<file path="src/octal_irq_pkg.sv">
// Shared constants and types for the eight-channel interrupt vectoring block
package octal_irq_pkg;
   // Bus geometry
   localparam int ADDR_W = 9;
   localparam int DATA_W = 8;
   localparam int CHAN_NUM = 8;
   localparam int CHAN_W = 3;
   localparam int SRC_W = 16;
   localparam int SYNC_STAGES = 3;
   // Low address bits inside each channel window; bits 8:6 carry the channel
   localparam logic [5:0] GLOBAL_REG_OFFSET = 6'h38;
   localparam logic [5:0] STATUS_LOW_OFFSET = 6'h3a;
   localparam logic [5:0] STATUS_HIGH_OFFSET = 6'h3b;
   localparam int CHAN_ADDR_LSB = 6;
   // Reset values
   localparam logic [7:0] GLOBAL_STATUS_RESET = 8'h00;
   localparam logic [7:0] VECTOR_BASE_RESET = 8'h00;
   localparam logic [2:0] RESET_TOP_CHANNEL = 3'h0;
   // Vector base fields: 7:6 top bits, 5 bit-five source, 4:2 extension, 1 cyclic, 0 extension select
   localparam int VB_TOP_LSB = 6;
   localparam int VB_B5_BIT = 5;
   localparam int VB_EXT_LSB = 2;
   localparam int VB_ROT_BIT = 1;
   localparam int VB_EDA_BIT = 0;
   // Global status fields: 7:4 ports A..D, 3 any channel, 2:0 winning channel
   localparam int GS_PORT_LSB = 4;
   localparam int GS_CII_BIT = 3;

   typedef struct packed {
      logic rd_n;
      logic wr_n;
      logic interrupt_acknowledge_n_n;
      logic [ADDR_W-1:0] addr;
      logic [DATA_W-1:0] data;
   } bus_pins_s;

   typedef struct packed {
      logic [3:0] ports;
      logic any_channel_pending;
      logic [CHAN_W-1:0] chan;
   } global_status_s;

   typedef struct packed {
      logic [1:0] top;
      logic b5;
      logic [2:0] ext;
      logic cyclic_priority_enable;
      logic eda;
   } vector_base_s;
endpackage

</file>
<file path="src/octal_irq_vectoring.sv">
// Global interrupt status, channel priority and vector generation for eight serial channels
// Operation
// RL1 - Four port bits in the global status mirror pending port interrupts regardless of channel state.
// RL2 - The any-channel bit is set whenever any unmasked channel source is active.
// RL3 - While that bit is set the three-bit field names the channel holding the top-priority active source.
// RL4 - Global status freezes during and after acknowledge, at the first read after a vector, at status reads.
// RL5 - The global status reads identically at all eight channel addresses 038h to 1F8h.
// RL6 - A vector base write makes the channel given by its address (38h->0 ... 1F8h->7) the top-priority channel; code: VERSION2 builds only.
// RL7 - The new top channel takes effect at the end of the write strobe and holds until the next such write; code: full rotation moves it after service.
// RL8 - During acknowledge the vector is driven on D7..D0 with bits 7:6 from the top programmed bits.
// RL9 - In the second version bit 5 comes from the programmed bit only in extended mode; in the first always.
// RL10 - In extended mode vector bits 4:2 equal the three programmed extension bits.
// RL11 - Extended mode puts the programmed extension in bits 5:2 (4:2 first version), otherwise the channel number.
// RL12 - With cyclic priority off the channel order never changes after service.
// RL13 - With cyclic priority on, order is readjusted after each service over 8 channels, or 7 with one fixed.
// RL14 - Software must write the cyclic bit as zero on a first-version device.
// RL15 - In full rotation the serviced channel becomes the lowest priority.
// RL16 - Masked sources add nothing to global status, vector or interrupt output.
// RL17 - After reset channel 0 is top priority and priority falls with rising channel number.
`timescale 1ns/1ps
module octal_irq_vectoring
   import octal_irq_pkg::*;
#(
   parameter logic VERSION2 = 1'b1
) (
   input wire logic i_clk_sys,
   input wire logic i_rst_n,
   input wire logic i_rd_n,
   input wire logic i_wr_n,
   input wire logic i_interrupt_acknowledge_n_n,
   input wire logic [ADDR_W-1:0] i_addr,
   input wire logic [DATA_W-1:0] i_data,
   input wire logic [3:0] i_port_pending,
   input wire logic [CHAN_NUM-1:0][SRC_W-1:0] i_chan_status,
   input wire logic [CHAN_NUM-1:0][SRC_W-1:0] i_chan_mask,
   input wire logic i_seven_cycle_select,
   output logic [DATA_W-1:0] o_data,
   output logic o_data_oe_n,
   output logic o_int_n,
   output logic o_serviced,
   output logic [CHAN_W-1:0] o_serviced_channel,
   output logic [CHAN_W-1:0] o_top_channel
);

   // First active channel scanning upward from start, optionally skipping one channel
   function automatic logic [CHAN_W:0] pick(input logic [CHAN_NUM-1:0] act, input logic [CHAN_W-1:0] start,
                                            input logic use_skip, input logic [CHAN_W-1:0] skip);
      logic [CHAN_W:0] res;
      logic [CHAN_W-1:0] ch;
      res = '0;
      for (int i = CHAN_NUM - 1; i >= 0; i--) begin
         ch = start + CHAN_W'(i);
         if (act[ch] && !(use_skip && ch == skip)) begin
            res = {1'b1, ch};
         end
      end
      return res;
   endfunction

   // Vector byte for a given channel and programmed base
   function automatic logic [DATA_W-1:0] build_vector(input vector_base_s vb, input logic [CHAN_W-1:0] ch);
      logic [3:0] mid;
      if (vb.eda) begin
         mid = {vb.b5, vb.ext}; // [RL10] [RL11]
      end else begin
         mid = {VERSION2 ? 1'b0 : vb.b5, ch}; // [RL9] [RL11]
      end
      return {vb.top, mid, 2'b00}; // [RL8]
   endfunction

   bus_pins_s sync_r [SYNC_STAGES];
   bus_pins_s filt_r, filt_nxt, agree;
   logic [2:0] prev_r;

   // Pin synchroniser: a bit changes once the second and third stages agree
   always_comb begin
      agree = ~(sync_r[1] ^ sync_r[2]);
      filt_nxt = (agree & sync_r[2]) | (~agree & filt_r);
   end

   always_ff @(posedge i_clk_sys or negedge i_rst_n) begin
      if (!i_rst_n) begin
         for (int i = 0; i < SYNC_STAGES; i++) begin
            sync_r[i] <= '{rd_n: 1'b1, wr_n: 1'b1, interrupt_acknowledge_n_n: 1'b1, addr: '0, data: '0};
         end
         filt_r <= '{rd_n: 1'b1, wr_n: 1'b1, interrupt_acknowledge_n_n: 1'b1, addr: '0, data: '0};
         prev_r <= 3'h7;
      end else begin
         sync_r[0] <= '{rd_n: i_rd_n, wr_n: i_wr_n, interrupt_acknowledge_n_n: i_interrupt_acknowledge_n_n, addr: i_addr, data: i_data};
         for (int i = 1; i < SYNC_STAGES; i++) begin
            sync_r[i] <= sync_r[i-1];
         end
         filt_r <= filt_nxt;
         prev_r <= {filt_r.rd_n, filt_r.wr_n, filt_r.interrupt_acknowledge_n_n};
      end
   end

   // Strobe levels and edges
   logic rd_act, wr_end, interrupt_acknowledge_n_act, interrupt_acknowledge_n_start, interrupt_acknowledge_n_end, rd_start;
   logic hit_global, hit_status;
   assign rd_act = !filt_r.rd_n;
   assign rd_start = !filt_r.rd_n && prev_r[2];
   assign wr_end = filt_r.wr_n && !prev_r[1];
   assign interrupt_acknowledge_n_act = !filt_r.interrupt_acknowledge_n_n;
   assign interrupt_acknowledge_n_start = !filt_r.interrupt_acknowledge_n_n && prev_r[0];
   assign interrupt_acknowledge_n_end = filt_r.interrupt_acknowledge_n_n && !prev_r[0];
   assign hit_global = filt_r.addr[5:0] == GLOBAL_REG_OFFSET; // [RL5]
   assign hit_status = filt_r.addr[5:0] == STATUS_LOW_OFFSET || filt_r.addr[5:0] == STATUS_HIGH_OFFSET;

   // Per-channel pending after masking
   logic [CHAN_NUM-1:0] act;
   for (genvar c = 0; c < CHAN_NUM; c++) begin : g_act
      assign act[c] = |(i_chan_status[c] & ~i_chan_mask[c]); // [RL16]
   end

   // Priority state: full-rotation start, fixed channel and seven-channel start
   vector_base_s vb_r, vb_nxt;
   logic [CHAN_W-1:0] hp_r, hp_nxt, fix_r, fix_nxt, rb_r, rb_nxt;
   global_status_s gis_r, gis_nxt, live;
   logic frz_r, frz_nxt, release_frz;
   logic seven, rotating;
   logic [CHAN_W:0] win;

   assign rotating = VERSION2 && vb_r.cyclic_priority_enable;
   assign seven = rotating && i_seven_cycle_select;

   // Arbitration over active channels
   always_comb begin
      if (seven) begin
         win = act[fix_r] ? {1'b1, fix_r} : pick(act, rb_r, 1'b1, fix_r); // [RL13]
      end else begin
         win = pick(act, hp_r, 1'b0, fix_r); // [RL3] [RL17]
      end
      live.ports = i_port_pending; // [RL1]
      live.any_channel_pending = |act; // [RL2]
      live.chan = win[CHAN_W-1:0];
   end

   // Register writes and priority readjustment after service
   always_comb begin
      vb_nxt = vb_r;
      hp_nxt = hp_r;
      fix_nxt = fix_r;
      rb_nxt = rb_r;
      if (wr_end && hit_global) begin
         vb_nxt = vector_base_s'(filt_r.data);
         if (VERSION2) begin
            hp_nxt = filt_r.addr[CHAN_ADDR_LSB +: CHAN_W]; // [RL6] [RL7]
            fix_nxt = filt_r.addr[CHAN_ADDR_LSB +: CHAN_W];
            rb_nxt = filt_r.addr[CHAN_ADDR_LSB +: CHAN_W] + 3'h1;
         end
      end else if (interrupt_acknowledge_n_end && gis_r.any_channel_pending && rotating) begin // [RL12]
         if (seven) begin
            if (gis_r.chan != fix_r) begin
               rb_nxt = gis_r.chan + 3'h1; // [RL13]
            end
         end else begin
            hp_nxt = gis_r.chan + 3'h1; // [RL15]
         end
      end
   end

   always_ff @(posedge i_clk_sys or negedge i_rst_n) begin
      if (!i_rst_n) begin
         vb_r <= vector_base_s'(VECTOR_BASE_RESET);
         hp_r <= RESET_TOP_CHANNEL; // [RL17]
         fix_r <= RESET_TOP_CHANNEL;
         rb_r <= RESET_TOP_CHANNEL + 3'h1;
      end else begin
         vb_r <= vb_nxt;
         hp_r <= hp_nxt;
         fix_r <= fix_nxt;
         rb_r <= rb_nxt;
      end
   end

   // Global status freeze: held until the frozen winner is cleared and no read or acknowledge runs
   always_comb begin
      release_frz = frz_r && !interrupt_acknowledge_n_act && !rd_act && !(gis_r.any_channel_pending && act[gis_r.chan]);
      frz_nxt = frz_r;
      if (interrupt_acknowledge_n_start || (rd_start && (hit_global || hit_status))) begin
         frz_nxt = 1'b1; // [RL4]
      end else if (release_frz) begin
         frz_nxt = 1'b0;
      end
      gis_nxt = (frz_r && !release_frz) ? gis_r : live; // [RL4]
   end

   always_ff @(posedge i_clk_sys or negedge i_rst_n) begin
      if (!i_rst_n) begin
         frz_r <= 1'b0;
         gis_r <= global_status_s'(GLOBAL_STATUS_RESET);
      end else begin
         frz_r <= frz_nxt;
         gis_r <= gis_nxt;
      end
   end

   // Data bus drive, interrupt output and service report
   logic [DATA_W-1:0] data_nxt;
   logic oe_n_nxt, int_n_nxt, svc_nxt;
   logic [CHAN_W-1:0] top_nxt;
   always_comb begin
      data_nxt = '0;
      oe_n_nxt = 1'b1;
      int_n_nxt = !live.any_channel_pending; // [RL16]
      svc_nxt = interrupt_acknowledge_n_end && gis_r.any_channel_pending;
      top_nxt = seven ? fix_r : hp_r;
      if (interrupt_acknowledge_n_act && gis_r.any_channel_pending) begin
         data_nxt = build_vector(vb_r, gis_r.chan); // [RL8]
         oe_n_nxt = 1'b0;
      end else if (rd_act && hit_global) begin
         data_nxt = gis_r; // [RL5]
         oe_n_nxt = 1'b0;
      end
   end

   always_ff @(posedge i_clk_sys or negedge i_rst_n) begin
      if (!i_rst_n) begin
         o_data <= '0;
         o_data_oe_n <= 1'b1;
         o_int_n <= 1'b1;
         o_serviced <= 1'b0;
         o_serviced_channel <= '0;
         o_top_channel <= RESET_TOP_CHANNEL;
      end else begin
         o_data <= data_nxt;
         o_data_oe_n <= oe_n_nxt;
         o_int_n <= int_n_nxt;
         o_serviced <= svc_nxt;
         o_serviced_channel <= gis_r.chan;
         o_top_channel <= top_nxt;
      end
   end
endmodule // octal_irq_vectoring

</file>
<file path="config.mk">
export PLATFORM = sky130hd
export DESIGN_NAME = octal_irq_vectoring
export DESIGN_NICKNAME = d
export VERILOG_FILES = /design/src/octal_irq_pkg.sv /design/src/octal_irq_vectoring.sv
export SDC_FILE = /design/constraint.sdc
export NUM_CORES = 1
export LEC_CHECK = 0
export ABC_AREA = 1
export BUFFER_PORTS_ARGS = -buffer_cell sky130_fd_sc_hd__buf_2
export CORE_MARGIN = 4
export CORE_UTILIZATION = 40
export CTS_BUF_LIST = sky130_fd_sc_hd__clkbuf_8
export CTS_CLUSTER_SIZE = 16
export DETAILED_ROUTE_END_ITERATION = 10
export PLACE_DENSITY = 0.66
export SYNTH_ARGS = -nofsm -noshare
export SYNTH_HDL_FRONTEND = slang
export SYNTH_SLANG_ARGS = --single-unit
</file>
<file path="constraint.sdc">
create_clock -name i_clk_sys -period 3.65 [get_ports i_clk_sys]
set_input_delay 0.73 -clock i_clk_sys [delete_from_list [all_inputs] [get_ports i_clk_sys]]
set_output_delay 0.73 -clock i_clk_sys [all_outputs]
set_load 0.05 [all_outputs]
</file>
==> metrics.csv <==
metric;value;unit
status;finished, final reports clean;
Crit. End Element;flip-flop;
Post-CTS Hold Fix Bufs;0;
Syn Area/Cell;7.37;sq um
GRT Total Usage;0.189;
Synth Warn #;0;
Worst R2R Setup Slack;0.82;ns
Pwr Total;0.00503;W
most frequent cells in the layout;336 x nand2_1, 298 x buf_2, 174 x inv_1;
mapped cell area;0.00716;sq mm
fillers;1680;
total negative slack;0;ns
combinational family with the most area after synthesis;simple AND/OR/NAND/NOR gates;
sequential power share;0.358;
Worst-path clk slew;0.08;ns
setup ws final;0.820;ns
simple logic cell fraction of the synthesized area;0.299;
worst skew pair latency;0.43;ns
Synthesized Nets;1261;
Cells after Synth;972;
first-pass GRT wire length;30700;um
vias per cell;4.55;
Worst EP arrival;3.20;ns
Reg-to-Reg Start;hp_r[1];
P&R area growth vs syn;29.3;%
DRT iter0 DRCs;398;
WS Path Type;reg2reg;
fmax;353;MHz
reg-to-reg endpoint;gis_r[1];
Vias;6912;
Worst Tran Pin Value;0.795;ns
CTS tree;done;
WHS Endpoint;sync_r[22];
Final min period;2.83;ns
TritonRoute pass-1 iters;5;
Hold WC Path Type;reg2reg;
grt total ovfl;0;
largest net degree at the start of global routing;65;
switching component of the power;0.00218;W
area fraction in compound gates after synthesis;0.0898;
I/O Buffers;299;
Root Driver;clkbuf_8;
Sw Ratio;0.433;
Max VDD drop;344;uV
placer's final routability congestion estimate;0.910;
#FFs+latches synth;126;
Final ANT Viol Nets;0;
total CTS buffers;17;
Power Dens Cells;543;mW/mm^2
unique cell type count in the Yosys netlist;43;
pre-CTS setup slack;0.865;ns
hpwl dp;15700;um
post-synthesis xor/xnor area fraction;0.0180;
Post-CTS Resized;0;
row count;48;
P_leak;5.30;nW
Worst Min Path Start;sync_r[42];
I/O pin total;300;
Clk pwr share;0.216;
Seq/Total Area, Yosys;0.443;
ant diodes;0;
R2R cell count;18;
routed len/inst;12.8;um
CP startpoint kind;flip-flop;
die height;142;um
Pint;0.00285;W
logic gate share of total power;0.426;
CTS Buffer Depth;2;
drt drc;0;
Worst Hold Depth;0;
mux contribution to synthesized area;0;
Die W;142;um
Post-CTS Setup Inserts;0;
Util after Layout;0.532;
clock skew;0.00863;ns
Max Cap Viol;0;
clk sinks;126;
Routed Wire Length;19400;um
worst-path fanout max;9;
number of global-route vias before repair;6556;
Final period util;0.775;
CTS H-tree lvls;4;
commonest non-fill, non-tap cell in the layout;nand2_1;
Max-slew headroom;0.470;
core area;0.0174;sq mm
initial antenna violation count;0;
Synth Area in Adders;0.0384;
DIE AREA;0.0201;sq mm
RSZ-0062 raised after global routing;false;
fin. max-slew vios;0;
Hold Fails Final Rpt;0;
Initial Utilization;0.411;
layout cell share with drive strength beyond 1;0.331;
nets;1569;
WP data required;4.02;ns
# setup viols final;0;
final cells by class:
class	count	area (sq um)	area share
clock buffer	17	234	0.0253
clock inverter	15	129	0.0139
inverter	187	707	0.0763
multi-input combinational	644	3190	0.344
sequential	126	3180	0.343
tap	225	282	0.0304
timing repair buffer	304	1550	0.167
layer usage:
layer | global-route usage | share of wire | vias to the layer above
met5 | 0 | 0 | -
met4 | 0.0566 | 0.015 | 0
met3 | 0.0411 | 0.077 | 28
met2 | 0.351 | 0.53 | 253
met1 | 0.217 | 0.38 | 3036
li1 | - | - | 3595
synth_stat cells, drive strengths merged:
library cell | number | area share
nor4 | 1 | 0.00087
maj3 | 20 | 0.028
o211ai | 4 | 0.0042
clkinv | 2 | 0.0010
o21ai | 71 | 0.054
a21oi | 27 | 0.020
buf | 8 | 0.0068
a31oi | 1 | 0.00087
clkbuf | 7 | 0.0065
nor3 | 2 | 0.0014
inv | 185 | 0.098
nand3 | 51 | 0.040
ha | 6 | 0.010
nand4 | 4 | 0.0035
nand2 | 360 | 0.20
o22ai | 4 | 0.0035
o31ai | 2 | 0.0021
dfstp | 18 | 0.066
a2111oi | 1 | 0.0012
o221ai | 1 | 0.0012
or2 | 2 | 0.0021
nor2 | 71 | 0.050
o32ai | 2 | 0.0024
xor2 | 7 | 0.0096
xnor2 | 6 | 0.0084
nand3b | 1 | 0.0010
dfrtp | 108 | 0.38
worst max-delay path: stages, from the launching register on:
cell	delay, ns
dfrtp_1	0.59
clkinv_1	0.37
ha_1	0.56
inv_1	0.14
nand2_1	0.11
nand2_1	0.07
nand2_1	0.07
o21ai_2	0.06
nor2_2	0.13
nand2_1	0.06
nand2_1	0.05
nand2_1	0.06
nand3_1	0.08
nand2_1	0.05
nand2_1	0.06
nand2_1	0.06
a21oi_2	0.14
nand2_1	0.06
nand2_1	0.05
power by group through the flow:
stage          Clock (W)  Sequential [W]  Combinational [W]
5_1_grt          0.00119         0.00182            0.00244
6_report         0.00109         0.00180            0.00214
3_3_place_gp           0         0.00182            0.00212
2_1_floorplan          0         0.00190            0.00149
3_5_place_dp           0         0.00182            0.00214
4_1_cts          0.00112         0.00180            0.00214
how the worst max path moves through the flow:
stage / slack [ns] / from / cells after the start / end
finish: 0.82 / hp_r[1] / 18 / gis_r[1]
global route: 0.50 / hp_r[1] / 18 / gis_r[1]
CTS: 0.85 / hp_r[1] / 18 / gis_r[1]
detailed placement: 0.87 / hp_r[1] / 18 / gis_r[1]
global placement: 0.85 / hp_r[1] / 18 / gis_r[1]
floorplan: 1.33 / rb_r[0] / 23 / gis_r[2]
per-stage QoR:
step                      hold slack, ns  cells  area [sq um]
after floorplan                    0.331    972          7160
after global placement             0.332   1486          8900
after detailed placement           0.335   1486          8900
after CTS                          0.345   1518          9260
after global routing               0.355   1518          9260
final                              0.345   1518          9260
kinds of logic after synthesis:
kind of cell | Yosys count
simple gates | 492
fa+ha+maj | 26
flops | 126
compound gates | 113
buf+inv | 202
xor+xnor | 13
Power figures use the tool's default switching activity.
